[config.mk]
export PLATFORM = sky130hd
export DESIGN_NAME = pdm_ctrl
export DESIGN_NICKNAME = d
export VERILOG_FILES = /design/src/logic/pdm_pkg.sv /design/src/logic/pdm_phase.sv /design/src/logic/pdm_ctrl.sv
export SDC_FILE = /design/constraint.sdc
export NUM_CORES = 1
export LEC_CHECK = 0
export ABC_AREA = 1
export BUFFER_PORTS_ARGS = -buffer_cell sky130_fd_sc_hd__buf_4
export CORE_AREA = 2 2 140 142
export CTS_CLUSTER_SIZE = 25
export DETAILED_ROUTE_END_ITERATION = 8
export DIE_AREA = 0 0 142 144
export GPL_TIMING_DRIVEN = 0
export SLEW_MARGIN = 20
export SYNTH_ARGS = -nofsm -noshare
export SYNTH_HDL_FRONTEND = slang
export SYNTH_SLANG_ARGS = --single-unit
[constraint.sdc]
create_clock -name core_clk -period 1.7 [get_ports core_clk]
set_input_delay 0.34 -clock core_clk [delete_from_list [all_inputs] [get_ports core_clk]]
set_output_delay 0.34 -clock core_clk [all_outputs]
set_load 0.005 [all_outputs]
[src/logic/pdm_pkg.sv]
// shared constants and carrier types of the pre-driver mode, mask and dead-time control
`default_nettype none

package pdm_pkg;

	// ----------------------------------------
	// command byte layout
	// ----------------------------------------
	localparam int PDM_CMD_W = 8;
	localparam int PDM_OP_LSB = 5;
	localparam int PDM_HALF_BIT = 4;
	localparam logic [2:0] PDM_OP_NULL = 3'h0;
	localparam logic [2:0] PDM_OP_MASK = 3'h1;
	localparam logic [2:0] PDM_OP_MODE = 3'h2;
	localparam logic [2:0] PDM_OP_CLEAR = 3'h3;
	localparam logic [2:0] PDM_OP_DEAD = 3'h4;
	localparam int PDM_MODE_SHUT_BIT = 3;
	localparam int PDM_MODE_FULL_BIT = 1;
	localparam int PDM_MODE_LOCK_BIT = 0;
	localparam int PDM_DEAD_CAL_BIT = 0;

	// ----------------------------------------
	// fault latch bit positions and reset values
	// ----------------------------------------
	localparam int PDM_FLT_OT = 0;
	localparam int PDM_FLT_DESAT = 1;
	localparam int PDM_FLT_VLS = 2;
	localparam int PDM_FLT_OC = 3;
	localparam int PDM_FLT_PHASE = 4;
	localparam int PDM_FLT_FRAME = 5;
	localparam int PDM_FLT_WRERR = 6;
	localparam int PDM_FLT_RESET = 7;
	localparam logic [7:0] PDM_FAULT_RST = 8'h80;
	localparam logic [7:0] PDM_MASK_RST = 8'hFF;
	localparam logic [7:0] PDM_DEAD_RST = 8'hFF;
	localparam logic [7:0] PDM_DEAD_ZERO = 8'h00;

	// ----------------------------------------
	// calibration: pulse width is sixteen dead times
	// ----------------------------------------
	localparam int PDM_CAL_SHIFT = 4;
	localparam int PDM_CAL_CNT_W = 16;

	// ----------------------------------------
	// synchronised pin vector layout
	// ----------------------------------------
	localparam int PDM_PIN_W = 17;
	localparam int PDM_PIN_HS = 0;
	localparam int PDM_PIN_LS = 3;
	localparam int PDM_PIN_CMP = 6;
	localparam int PDM_PIN_DET = 9;
	localparam int PDM_PIN_EN = 13;
	localparam int PDM_PIN_SI = 14;
	localparam int PDM_PIN_SCLK = 15;
	localparam int PDM_PIN_CS = 16;
	localparam logic [16:0] PDM_PIN_RST = 17'h1_0000;

	typedef enum logic [1:0] {
		PDM_CAL_IDLE,
		PDM_CAL_ARMED,
		PDM_CAL_MEASURE
	} pdm_cal_state_t;

	typedef struct packed {
		logic shut_off_dis;
		logic full_on;
		logic lock;
	} pdm_mode_t;

	typedef struct packed {
		logic over_curr;
		logic low_side_supply_uv;
		logic desat;
		logic over_temp_detector;
	} pdm_det_t;

endpackage : pdm_pkg

`default_nettype wire

[src/logic/pdm_phase.sv]
// one phase: dead-time interlock, drive outputs and phase error detection
`default_nettype none

module pdm_phase
	import pdm_pkg::*;
(
	input wire logic core_clk,
	input wire logic rst_n,
	input wire logic hs_req,
	input wire logic ls_req,
	input wire logic phase_cmp,
	input wire logic full_on,
	input wire logic force_off,
	input wire logic [7:0] dead_time,
	output logic hs_drv_q,
	output logic ls_drv_q,
	output logic phase_err_q
);

	logic hs_d;
	logic ls_d;
	logic [7:0] dt_cnt_q;
	logic [7:0] blank_q;
	logic turn_off;
	logic turn_on;
	logic err_d;

	// ----------------------------------------
	// drive decision
	// ----------------------------------------
	always_comb begin
		hs_d = 1'b0;
		ls_d = 1'b0;
		if (force_off) begin
			hs_d = 1'b0;
			ls_d = 1'b0;
		end else if (full_on) begin
			hs_d = hs_req;
			ls_d = ls_req;
		end else begin
			// both requested: neither side on, also with zero dead time
			hs_d = hs_req & ~ls_req & (hs_drv_q | (~ls_drv_q & (dt_cnt_q == 8'h00)));
			ls_d = ls_req & ~hs_req & (ls_drv_q | (~hs_drv_q & (dt_cnt_q == 8'h00)));
		end
	end

	assign turn_off = (hs_drv_q & ~hs_d) | (ls_drv_q & ~ls_d);
	assign turn_on = (~hs_drv_q & hs_d) | (~ls_drv_q & ls_d);

	always_ff @(posedge core_clk) begin
		if (!rst_n) begin
			hs_drv_q <= 1'b0;
			ls_drv_q <= 1'b0;
		end else begin
			hs_drv_q <= hs_d;
			ls_drv_q <= ls_d;
		end
	end

	// ----------------------------------------
	// dead-time timer, started by any turn-off
	// ----------------------------------------
	always_ff @(posedge core_clk) begin
		if (!rst_n) begin
			dt_cnt_q <= PDM_DEAD_RST;
		end else if (turn_off) begin
			dt_cnt_q <= dead_time;
		end else if (dt_cnt_q != 8'h00) begin
			dt_cnt_q <= dt_cnt_q - 8'h01;
		end
	end

	// ----------------------------------------
	// blanking after turn-on, then phase check
	// ----------------------------------------
	always_ff @(posedge core_clk) begin
		if (!rst_n) begin
			blank_q <= PDM_DEAD_RST;
		end else if (turn_on) begin
			blank_q <= dead_time;
		end else if (blank_q != 8'h00) begin
			blank_q <= blank_q - 8'h01;
		end
	end

	always_comb begin
		err_d = 1'b0;
		if (!full_on && !turn_on && blank_q == 8'h00) begin
			err_d = (hs_drv_q & ~ls_drv_q & ~phase_cmp) | (ls_drv_q & ~hs_drv_q & phase_cmp);
		end
	end

	always_ff @(posedge core_clk) begin
		if (!rst_n) begin
			phase_err_q <= 1'b0;
		end else begin
			phase_err_q <= err_d;
		end
	end
endmodule : pdm_phase

`default_nettype wire

[src/logic/pdm_ctrl.sv]
// pre-driver control: command decode, masks, mode, lock, faults and dead-time calibration
//
// Function
// - lower mask nibble enables over-temp, desat, supply undervoltage, overcurrent interrupts.
// - upper mask nibble enables phase, framing, write-after-lock and reset interrupts.
// - phase error is comparator xor drive state, ignored during blanking.
// - both-sides-on mode blanks phase error entirely.
// - reset or disable sets reset-event fault; default mask raises interrupt.
// - opcode 010 is mode: bit3 shutdown, bit1 both-sides-on, bit0 lock.
// - lock is set by command only and cleared only by reset.
// - locked mode, dead-time or mask writes are refused and flag write error.
// - both-sides-on drives outputs straight from synchronised inputs.
// - otherwise dead time applies and one phase never has both drivers on.
// - shutdown bit zero: desat or phase error turns all six drivers off.
// - shutdown bit one: no shutdown, but faults latch and interrupt.
// - lock with other mode bits applies the mode then blocks changes.
// - turn-off starts phase timer; opposite turn-on waits for expiry.
// - calibrate command: count low chip-select cycles, divide by sixteen, store.
// - stored dead time is within plus zero, minus one cycle.
// - zero dead-time command stores zero, no pulse, interlock still applies.
// - reset loads dead time with 255 cycles.
// - serial clock or data edges during calibration pulse flag framing error.
// - fault-clear nibble bits clear latches unless fault still present.
// - interrupt output high while any enabled latched fault remains.
`default_nettype none

module pdm_ctrl
	import pdm_pkg::*;
(
	input wire logic core_clk,
	input wire logic rst_n,
	input wire logic spi_cs_n,
	input wire logic spi_sclk,
	input wire logic spi_si,
	input wire logic enable,
	input wire logic [2:0] high_side_input,
	input wire logic [2:0] low_side_input,
	input wire logic [2:0] phase_cmp,
	input wire pdm_det_t det,
	output logic [2:0] hs_drv,
	output logic [2:0] ls_drv,
	output logic irq,
	output logic [7:0] fault_status,
	output pdm_mode_t mode_status,
	output logic [7:0] dead_time,
	output logic cal_overflow
);

	// ----------------------------------------
	// pin synchronisers: three stages, stage two and three must agree
	// ----------------------------------------
	logic [PDM_PIN_W-1:0] pin_raw;
	logic [PDM_PIN_W-1:0] s1_q;
	logic [PDM_PIN_W-1:0] s2_q;
	logic [PDM_PIN_W-1:0] s3_q;
	logic [PDM_PIN_W-1:0] pin_q;
	logic [PDM_PIN_W-1:0] pin_d;
	logic [PDM_PIN_W-1:0] agree;

	assign pin_raw = {spi_cs_n, spi_sclk, spi_si, enable, det, phase_cmp,
		low_side_input, high_side_input};
	assign agree = ~(s2_q ^ s3_q);
	assign pin_d = (pin_q & ~agree) | (s3_q & agree);

	always_ff @(posedge core_clk) begin
		if (!rst_n) begin
			s1_q <= PDM_PIN_RST;
			s2_q <= PDM_PIN_RST;
			s3_q <= PDM_PIN_RST;
			pin_q <= PDM_PIN_RST;
		end else begin
			s1_q <= pin_raw;
			s2_q <= s1_q;
			s3_q <= s2_q;
			pin_q <= pin_d;
		end
	end

	logic cs_fall;
	logic cs_rise;
	logic sclk_rise;
	logic serial_toggle;
	logic en_f;
	pdm_det_t det_f;

	assign cs_fall = pin_q[PDM_PIN_CS] & ~pin_d[PDM_PIN_CS];
	assign cs_rise = ~pin_q[PDM_PIN_CS] & pin_d[PDM_PIN_CS];
	assign sclk_rise = ~pin_q[PDM_PIN_SCLK] & pin_d[PDM_PIN_SCLK];
	assign serial_toggle = (pin_q[PDM_PIN_SCLK] ^ pin_d[PDM_PIN_SCLK])
		| (pin_q[PDM_PIN_SI] ^ pin_d[PDM_PIN_SI]);
	assign en_f = pin_q[PDM_PIN_EN];
	assign det_f = pin_q[PDM_PIN_DET +: 4];

	// ----------------------------------------
	// serial receiver: keeps the last eight bits, counts bits mod eight
	// ----------------------------------------
	pdm_cal_state_t cal_q;
	logic [PDM_CMD_W-1:0] sh_q;
	logic [2:0] bits_q;
	logic any_bits_q;
	logic measuring;

	assign measuring = (cal_q == PDM_CAL_MEASURE);

	always_ff @(posedge core_clk) begin
		if (!rst_n) begin
			sh_q <= 8'h00;
			bits_q <= 3'h0;
			any_bits_q <= 1'b0;
		end else if (cs_fall) begin
			bits_q <= 3'h0;
			any_bits_q <= 1'b0;
		end else if (sclk_rise && !pin_q[PDM_PIN_CS] && !measuring) begin
			sh_q <= {sh_q[PDM_CMD_W-2:0], pin_q[PDM_PIN_SI]};
			bits_q <= bits_q + 3'h1;
			any_bits_q <= 1'b1;
		end
	end

	// ----------------------------------------
	// command decode
	// ----------------------------------------
	logic frame_end;
	logic cmd_take;
	logic frame_bad;
	logic [2:0] opcode;
	logic is_mask;
	logic is_mode;
	logic is_clear;
	logic is_dead;
	logic is_illegal;
	logic locked_write;
	logic write_ok;
	pdm_mode_t mode_q;

	assign frame_end = cs_rise && !measuring;
	assign cmd_take = frame_end && any_bits_q && (bits_q == 3'h0);
	assign frame_bad = frame_end && !(any_bits_q && (bits_q == 3'h0));
	assign opcode = sh_q[PDM_CMD_W-1:PDM_OP_LSB];
	assign is_mask = cmd_take && (opcode == PDM_OP_MASK);
	assign is_mode = cmd_take && (opcode == PDM_OP_MODE);
	assign is_clear = cmd_take && (opcode == PDM_OP_CLEAR);
	assign is_dead = cmd_take && (opcode == PDM_OP_DEAD);
	assign is_illegal = cmd_take && (opcode > PDM_OP_DEAD);
	assign locked_write = (is_mask || is_mode || is_dead) && mode_q.lock;
	assign write_ok = !mode_q.lock;

	// ----------------------------------------
	// mode register; lock only ever sets
	// ----------------------------------------
	always_ff @(posedge core_clk) begin
		if (!rst_n) begin
			mode_q <= '0;
		end else if (is_mode && write_ok) begin
			// requested mode and lock land together, later writes then refused
			mode_q.shut_off_dis <= sh_q[PDM_MODE_SHUT_BIT];
			mode_q.full_on <= sh_q[PDM_MODE_FULL_BIT];
			mode_q.lock <= sh_q[PDM_MODE_LOCK_BIT];
		end
	end

	// ----------------------------------------
	// interrupt enable masks
	// ----------------------------------------
	logic [7:0] mask_q;

	always_ff @(posedge core_clk) begin
		if (!rst_n) begin
			mask_q <= PDM_MASK_RST;
		end else if (is_mask && write_ok) begin
			if (sh_q[PDM_HALF_BIT]) begin
				mask_q[7:4] <= sh_q[3:0];
			end else begin
				mask_q[3:0] <= sh_q[3:0];
			end
		end
	end

	// ----------------------------------------
	// dead-time calibration
	// ----------------------------------------
	logic [PDM_CAL_CNT_W-1:0] cal_cnt_q;
	logic [PDM_CAL_CNT_W:0] cal_total;
	logic [PDM_CAL_CNT_W-PDM_CAL_SHIFT:0] cal_quot;
	logic cal_ovf;
	logic [7:0] dead_q;
	logic ovf_q;

	// the rising-edge cycle is the last low cycle of the pulse
	assign cal_total = {1'b0, cal_cnt_q} + {{PDM_CAL_CNT_W{1'b0}}, 1'b1};
	assign cal_quot = cal_total[PDM_CAL_CNT_W:PDM_CAL_SHIFT];
	assign cal_ovf = |cal_quot[PDM_CAL_CNT_W-PDM_CAL_SHIFT:8];

	always_ff @(posedge core_clk) begin
		if (!rst_n) begin
			cal_q <= PDM_CAL_IDLE;
		end else begin
			case (cal_q)
				PDM_CAL_IDLE: begin
					if (is_dead && write_ok && sh_q[PDM_DEAD_CAL_BIT]) begin
						cal_q <= PDM_CAL_ARMED;
					end
				end
				PDM_CAL_ARMED: begin
					// the next low pulse is the host's timing pulse
					if (cs_fall) begin
						cal_q <= PDM_CAL_MEASURE;
					end
				end
				PDM_CAL_MEASURE: begin
					if (cs_rise) begin
						cal_q <= PDM_CAL_IDLE;
					end
				end
				default: begin
					cal_q <= PDM_CAL_IDLE;
				end
			endcase
		end
	end

	always_ff @(posedge core_clk) begin
		if (!rst_n) begin
			cal_cnt_q <= '0;
		end else if (cal_q == PDM_CAL_ARMED) begin
			cal_cnt_q <= '0;
		end else if (measuring && !(&cal_cnt_q)) begin
			cal_cnt_q <= cal_cnt_q + {{(PDM_CAL_CNT_W-1){1'b0}}, 1'b1};
		end
	end

	always_ff @(posedge core_clk) begin
		if (!rst_n) begin
			dead_q <= PDM_DEAD_RST;
			ovf_q <= 1'b0;
		end else if (measuring && cs_rise) begin
			dead_q <= cal_ovf ? PDM_DEAD_RST : cal_quot[7:0];
			ovf_q <= cal_ovf;
		end else if (is_dead && write_ok && !sh_q[PDM_DEAD_CAL_BIT]) begin
			dead_q <= PDM_DEAD_ZERO;
			ovf_q <= 1'b0;
		end
	end

	// ----------------------------------------
	// phases
	// ----------------------------------------
	logic [2:0] ph_err;
	logic shut_q;
	logic force_off;

	assign force_off = shut_q | ~en_f;

	for (genvar g = 0; g < 3; g++) begin : g_phase
		pdm_phase u_phase (
			.core_clk(core_clk),
			.rst_n(rst_n),
			.hs_req(pin_q[PDM_PIN_HS + g]),
			.ls_req(pin_q[PDM_PIN_LS + g]),
			.phase_cmp(pin_q[PDM_PIN_CMP + g]),
			.full_on(mode_q.full_on),
			.force_off(force_off),
			.dead_time(dead_q),
			.hs_drv_q(hs_drv[g]),
			.ls_drv_q(ls_drv[g]),
			.phase_err_q(ph_err[g])
		);
	end

	// ----------------------------------------
	// fault latches: a new event wins over a clear in the same cycle
	// ----------------------------------------
	logic [7:0] fault_q;
	logic [7:0] fault_d;
	logic [7:0] fault_set;
	logic [7:0] fault_clr;
	logic irq_q;

	always_comb begin
		fault_set = 8'h00;
		fault_set[PDM_FLT_OT] = det_f.over_temp_detector;
		fault_set[PDM_FLT_DESAT] = det_f.desat | (|ph_err);
		fault_set[PDM_FLT_VLS] = det_f.low_side_supply_uv;
		fault_set[PDM_FLT_OC] = det_f.over_curr;
		fault_set[PDM_FLT_PHASE] = |ph_err;
		fault_set[PDM_FLT_FRAME] = frame_bad | (measuring & serial_toggle);
		fault_set[PDM_FLT_WRERR] = locked_write | is_illegal;
		fault_set[PDM_FLT_RESET] = ~en_f;
		fault_clr = 8'h00;
		if (is_clear) begin
			if (sh_q[PDM_HALF_BIT]) begin
				fault_clr[7:4] = sh_q[3:0];
			end else begin
				fault_clr[3:0] = sh_q[3:0];
			end
		end
		fault_d = (fault_q & ~fault_clr) | fault_set;
	end

	always_ff @(posedge core_clk) begin
		if (!rst_n) begin
			fault_q <= PDM_FAULT_RST;
		end else begin
			fault_q <= fault_d;
		end
	end

	always_ff @(posedge core_clk) begin
		if (!rst_n) begin
			shut_q <= 1'b0;
		end else begin
			// stays until a clear removes both desat and phase latches
			shut_q <= ~mode_q.shut_off_dis
				& (fault_d[PDM_FLT_DESAT] | fault_d[PDM_FLT_PHASE]);
		end
	end

	always_ff @(posedge core_clk) begin
		if (!rst_n) begin
			irq_q <= 1'b0;
		end else begin
			irq_q <= |(fault_q & mask_q);
		end
	end

	assign irq = irq_q;
	assign fault_status = fault_q;
	assign mode_status = mode_q;
	assign dead_time = dead_q;
	assign cal_overflow = ovf_q;
endmodule : pdm_ctrl

`default_nettype wire

==> flow_summary.yaml, run 1 <==
detailed_routing:
  drt_first_pass_iters: 5
  drt_iter0_markers: 388
  vias: 7396
  wire_per_inst_microns: 14.4
  viasPerCell: 5.07
  routed_wl_mm: 21.0
  drc: 0
  ant_nets: 0
pwr:
  seq_power_share_pct: 50.4
  ir_worst_vdd_mv: 0.672
  pwr_density_cell_nw_per_um2: 853
  p_clk_share_pct: 45.1
  intPower_mw: 6.58
  finalPower_mw: 8.87
  p_sw_mw: 2.29
  swShare_pct: 25.8
  p_comb_share_pct: 4.5
  cellLeakagePower_nw: 4.82
cells_and_area:
  drive_gt1_share_pct: 26.0
  regArea_sq_um: 3730
  fillers: 1813
  area_growth_pct: 27.0
  layout.nets: 1240
  multi_input_comb_area_sq_um: 4400
  diodes: 0
sta:
  max_clock_freq_ghz: 0.603
  finalCritPeriodShare_pct: 97.6
  rsz0062_at_grt: "true"
  period_minus_slack_ns: 1.66
  setup_violations: 0
  fin_skew_ns: 0.0121
  slew_headroom_pct: 57.2
  hold_viol: 0
  report.final.slew_viol_count: 0
  fin_hold_ws_ns: 0.0769
  tightest_slew_ns: 0.642
die:
  fp.dieW_microns: 142
  pin_count: 46
  initial_utilization_pct: 42.9
  num_rows: 51
  core_area_sq_um: 19100
  die_area_sq_um: 20400
  die_h_microns: 144
global_route:
  grt_pass1_wl_mm: 32.3
  grt_util_all_layers_pct: 20.1
  grt-ovfl-total: 0
  grt_pass1_vias: 6660
  antenna_found_initial: 1
  grt_max_degree: 21
synthesis:
  postSynthAreaPerCell_sq_um: 7.45
  synth_most_common_cell: "nand2_1"
  syn_nets: 1131
  ys_async_sr_fraction_pct: 0
  seq_area_frac_synth_pct: 45.2
  synthTopCellsByArea: "dfxtp_1, nand2_1, inv_1, nand3_1, nor2_1"
  yosys.area_share.adder_pct: 2.11
  syn_area_sq_um: 8190
  synth_compound_area_share_pct: 10.3
  synth_area_leader_cell: "dfxtp_1"
  synthFlopType: "dfxtp_1"
  synth-xor-area-share_pct: 3.53
  synth_edf_count: 0
  synth_top_family_by_area: "simple AND/OR/NAND/NOR gates"
  synth-simple-area-share_pct: 30.5
  yosysWarningCount: 0
  synth_cell_types: 38
  synth-seq-cells: 185
  ys_top_cells_by_count: "nand2_1, dfxtp_1, inv_1, nor2_1, nand3_1"
  muxShareOfSynthArea_pct: 0
  synthCells: 1099
  synth_top_area_share_pct: 45.2
min_path:
  holdPathStages: 3
  hp-class: "primary input to flip-flop"
clock_network:
  clkTransAtPathRegs_ns: 0.08
  clock_path_buffers: 2
  h-tree-depth: 4
  numCtsBuffers: 17
  cts_tree: "done"
  cts_root_buffer: "clkbuf_16"
  cts.sink_count: 185
  clk-insertion-delay-late_ns: 0.44
setup_path:
  worst-path-max-fanout: 5
  worst_r2r_path_depth: 12
  end_kind: "flip-flop"
  slowest_stage: "dfxtp_2"
  crit_path_max_incr_delay_ns: 0.34
  cp_cell_sequence: "inv_4, ha_4, nand2_4, nor2_4, o21ai_2, nand2_2, nand3b_1, buf_6, nand2_8, nand2_1, nand2_1, nand3_1"
  start_kind: "flip-flop"
  r2r_slack_ns: 0.04
  critical_path.most_common_cell: "nand2_1"
  crit_arrival_ns: 1.95
  crit_type: "flip-flop to flip-flop"
  worstPathRequired_ns: 1.99
outcome:
  status: "finished clean"
placed_design:
  hpwl_mm: 14.0
  portBuffers: 45
  place_congestion: 0.836
job:
  max_cap_viol_count: 0
[routing by layer]
metal | wire [microns] | track usage (%) | vias to the layer above
met5 | 0 | 0 | -
met4 | 265 | 6.05 | 0
met3 | 705 | 3.97 | 23
met2 | 10400 | 34.7 | 125
met1 | 9600 | 25.4 | 3445
li1 | - | - | 3803
[cells in the final DEF, fill, tap and decap left out, drive strengths merged]
| cell type | count |
|---|---|
| dfxtp | 185 |
| nand4 | 37 |
| nand3 | 85 |
| nor4 | 1 |
| nor3 | 21 |
| inv | 142 |
| o21ai | 64 |
| nand3b | 4 |
| xor2 | 23 |
| a22o | 2 |
| and3 | 3 |
| buf | 98 |
| or2 | 17 |
| nand2 | 268 |
| a221oi | 2 |
| nor2 | 115 |
| xnor2 | 10 |
| clkinv | 8 |
| a31oi | 1 |
| clkbuf | 36 |
| a21oi | 72 |
| maj3 | 1 |
| and2 | 1 |
| a211oi | 2 |
| ha | 13 |
| o211ai | 10 |
[cell type report]
type	instances	area share, %
buffer	30	1.73
inverter	135	4.95
sequential	185	35.9
timing repair buffer	87	6.43
clock inverter	15	1.70
tap	238	2.86
multi-input combinational	752	42.3
clock buffer	17	4.09
[critical path: cells and delay by family, from the launching register on]
kind	cells	cell delay, ns
fa+ha+maj	1	0.15
compound gates	1	0.06
simple gates	8	0.71
flops	1	0.34
buf+inv	2	0.25
[power by group through the flow]
stage,registers (mW),logic [mW],clock network (mW)
after floorplan,4.56,0.247,0
after global placement,4.57,0.354,0
after detailed placement,4.57,0.358,0
after CTS,4.47,0.363,4.08
after global routing,4.48,0.456,4.25
final,4.47,0.397,4.00
[per-stage QoR]
stage | cell area, sq um | setup slack [ns] | util [%] | cells | setup TNS (ns)
after CTS | 9720 | -0.00358 | 50.9 | 1432 | -0.00358
after detailed placement | 8820 | -0.419 | 46.2 | 1382 | -19.38
after floorplan | 8190 | 0.0831 | - | 1099 | 0
final | 10400 | 0.0409 | 54.5 | 1459 | 0
after global placement | 8820 | -0.403 | 46.2 | 1382 | -18.45
after global routing | 10400 | -0.0887 | 54.5 | 1459 | -1.84
[kinds of logic after synthesis]
family / count (synthesis)
adder cells (fa/ha/maj): 14
flip-flops: 185
AO/OA/AOI/OAI: 153
buffers and inverters: 166
XOR/XNOR: 33
AND/OR/NAND/NOR: 548
[repair_timing]
action	CTS	global route
setup buffers	16	22
setup endpoints to repair	94	100
pin swaps	15	48
endpoints found under the hold margin	0	0
cloned	3	5
resized for setup	51	146
hold buffers	0	0
[flip-flops by register name, summed over array words and instances, names as in the netlist, named ones only]
name                         flops
mask_q                           8
irq                              1
g_phase.u_phase.blank_q         24
pin_q                            3
g_phase.u_phase.ls_drv_q         3
any_bits_q                       1
g_phase.u_phase.dt_cnt_q        24
shut_q                           1
s2_q                            17
cal_q                            2
mode_status                      3
s1_q                            17
fault_status                     8
bits_q                           3
g_phase.u_phase.phase_err_q      3
sh_q                             8
dead_time                        8
cal_cnt_q                       16
g_phase.u_phase.hs_drv_q         3
cal_overflow                     1
s3_q                            17
[path summary, 6_finish.rpt]
path                                                       to                            from
worst max-delay path            g_phase[0].u_phase.blank_q[0]  g_phase[0].u_phase.dt_cnt_q[0]
worst min-delay path                                 s1_q[14]                          spi_si
worst max register to register  g_phase[0].u_phase.blank_q[0]  g_phase[0].u_phase.dt_cnt_q[0]
worst min register to register                       s2_q[12]                        s1_q[12]
(Power assumes the default switching activity.)
==> inputs of run 2 (changes only) <==
--- a/config.mk
+++ b/config.mk
@@ -7,11 +7,12 @@
 export LEC_CHECK = 0
 export ABC_AREA = 1
 export BUFFER_PORTS_ARGS = -buffer_cell sky130_fd_sc_hd__buf_4
-export CORE_AREA = 2 2 140 142
+export CORE_AREA = 2 2 126 128
 export CTS_CLUSTER_SIZE = 25
 export DETAILED_ROUTE_END_ITERATION = 8
-export DIE_AREA = 0 0 142 144
+export DIE_AREA = 0 0 128 130
 export GPL_TIMING_DRIVEN = 0
+export PLACE_DENSITY = 0.74
 export SLEW_MARGIN = 20
 export SYNTH_ARGS = -nofsm -noshare
 export SYNTH_HDL_FRONTEND = slang
==> constraint.sdc (replaced) <==
create_clock -name core_clk -period 1.7 [get_ports core_clk]
set_input_delay 0.255 -clock core_clk [delete_from_list [all_inputs] [get_ports core_clk]]
set_output_delay 0.255 -clock core_clk [all_outputs]
set_load 0.005 [all_outputs]
==> flow_summary.yaml, run 2 (synthesis results as in run 1) <==
die:
  die_h_microns: 130
  initial_utilization_pct: 53.1
  die_area_sq_um: 16600
  fp.dieW_microns: 128
  core_area_sq_um: 15400
  num_rows: 46
  pin_count: 46
setup_path:
  cp_num_cells: 9
  start_kind: "flip-flop"
  crit_path_max_incr_delay_ns: 0.40
  critical_path.most_common_cell: "nand2_1"
  worstPathRequired_ns: 1.99
  worst_r2r_path_depth: 9
  slowest_stage: "dfxtp_1"
  crit_arrival_ns: 2.10
  cp_num_buf_inv: 1
  critical-path-top-delay-family: "simple AND/OR/NAND/NOR gates"
  crit_type: "flip-flop to flip-flop"
  worst-path-max-fanout: 5
  cp_cell_sequence: "inv_1, nor3_1, nand3_1, nand2_1, nand2_1, nor2_1, nand2_2, nand2_4, nand4_1"
  end_kind: "flip-flop"
placed_design:
  place_congestion: 0.873
  placed_cell_area_sq_um: 8760
  place_inst: 1336
  hpwl_mm: 13.5
  portBuffers: 45
  dpl_worst_slack_ns: -0.328
pwr:
  intPower_mw: 7.15
  pwr_density_cell_nw_per_um2: 876
  cellLeakagePower_nw: 5.01
  finalPower_mw: 9.31
  p_sw_mw: 2.16
  ir_worst_vdd_mv: 0.895
  p_comb_share_pct: 4.7
  seq_power_share_pct: 48.1
  p_clk_share_pct: 47.2
  swShare_pct: 23.2
cells_and_area:
  diodes: 0
  final_util_pct: 68.8
  final_cell_mix: "nand2_1, dfxtp_1, inv_1, nor2_1, buf_4"
  drive_gt1_share_pct: 27.2
  layout.nets: 1257
  largest_registers: "g_phase.u_phase.blank_q x24, g_phase.u_phase.dt_cnt_q x24"
  finalNonFillerCells: 1430
  layout_commonest_cell: "nand2_1"
  post-route-cell-area_sq_um: 10600
  area_growth_pct: 29.7
sta:
  rsz0062_at_grt: "true"
  finalSetupTns_ns: -1.16
  fin_skew_ns: 0.0103
  tightest_slew_ns: 0.757
  setup_violations: 22
  period_minus_slack_ns: 1.80
  fin_hold_ws_ns: 0.000788
  max_clock_freq_ghz: 0.555
  finalCritPeriodShare_pct: 106
  report.final.slew_viol_count: 0
  slew_headroom_pct: 49.5
  setup_slack_ns: -0.101
  hold_viol: 0
detailed_routing:
  drt_first_pass_iters: 5
  vias: 7668
  viasPerCell: 5.36
  ant_nets: 0
  drc: 0
  drt_iter0_markers: 564
  wire_per_inst_microns: 15.2
  routed_wl_mm: 21.7
clock_network:
  cts.sink_count: 185
  clk-insertion-delay-late_ns: 0.45
  numCtsBuffers: 17
  cts_root_buffer: "clkbuf_16"
  h-tree-depth: 4
  cts_tree: "done"
  clkTransAtPathRegs_ns: 0.07
  clock_path_buffers: 2
min_path:
  holdPathStages: 3
  hp-class: "primary input to flip-flop"
global_route:
  grt-ovfl-total: 0
  grt_util_all_layers_pct: 24.5
  grt_pass1_wl_mm: 32.3
  antenna_found_initial: 0
  grt_max_degree: 19
  grt_pass1_vias: 6884
outcome:
  failed_checks: "setup timing"
  status: "finished with violations"
job:
  max_cap_viol_count: 0
run 2: per-layer routing:
layer / GRT usage (%) / wire [microns] / share of wire [%] / vias to the layer above
met5: 0 / 0 / 0 / -
met4: 10.3 / 585 / 2.7 / 0
met3: 3.69 / 931 / 4.3 / 52
met2: 42.9 / 11000 / 50 / 192
met1: 30.4 / 9230 / 43 / 3607
li1: - / - / - / 3817
run 2: worst paths after layout:
check,to,slack (ns),startpoint
worst max-delay path,dead_time[6],-0.10,cal_cnt_q[9]
worst min-delay path,s1_q[3],0.0008,low_side_input[0]
worst max register to register,dead_time[6],-0.10,cal_cnt_q[9]
worst min register to register,s2_q[11],0.41,s1_q[11]
run 2: tightest hold or removal path, cell delays in order:
cell and delay (ns):
buf_4 0.07, nand2_1 0.04, inv_1 0.04
run 2: timing repair:
action                     4_1_cts  5_1_grt
gates cloned                     3        6
pin swaps                       11       53
hold endpoints to repair        13        0
hold buffers                    13        0
setup endpoints to repair       91       95
resized for setup               46      172
buffers inserted                12       28
run 2: cell type report:
cell class / count / area [sq um]
Tap cell: 192 / 240
Timing Repair Buffer: 102 / 867
Timing Repair inverter: 1 / 6.26
Inverter: 135 / 519
Fill cell: 1179 / 4810
Sequential cell: 185 / 3730
Buffer: 31 / 198
Multi-Input combinational cell: 752 / 4400
Clock inverter: 15 / 226
Clock buffer: 17 / 425
run 2: power by group through the flow:
stage          combinational [mW]  clock [mW]  sequential, mW
2_1_floorplan               0.247           0            4.56
4_1_cts                     0.382        4.41            4.47
5_1_grt                     0.492        4.59            4.48
3_3_place_gp                0.347           0            4.57
3_5_place_dp                0.355           0            4.57
6_report                    0.438        4.39            4.47
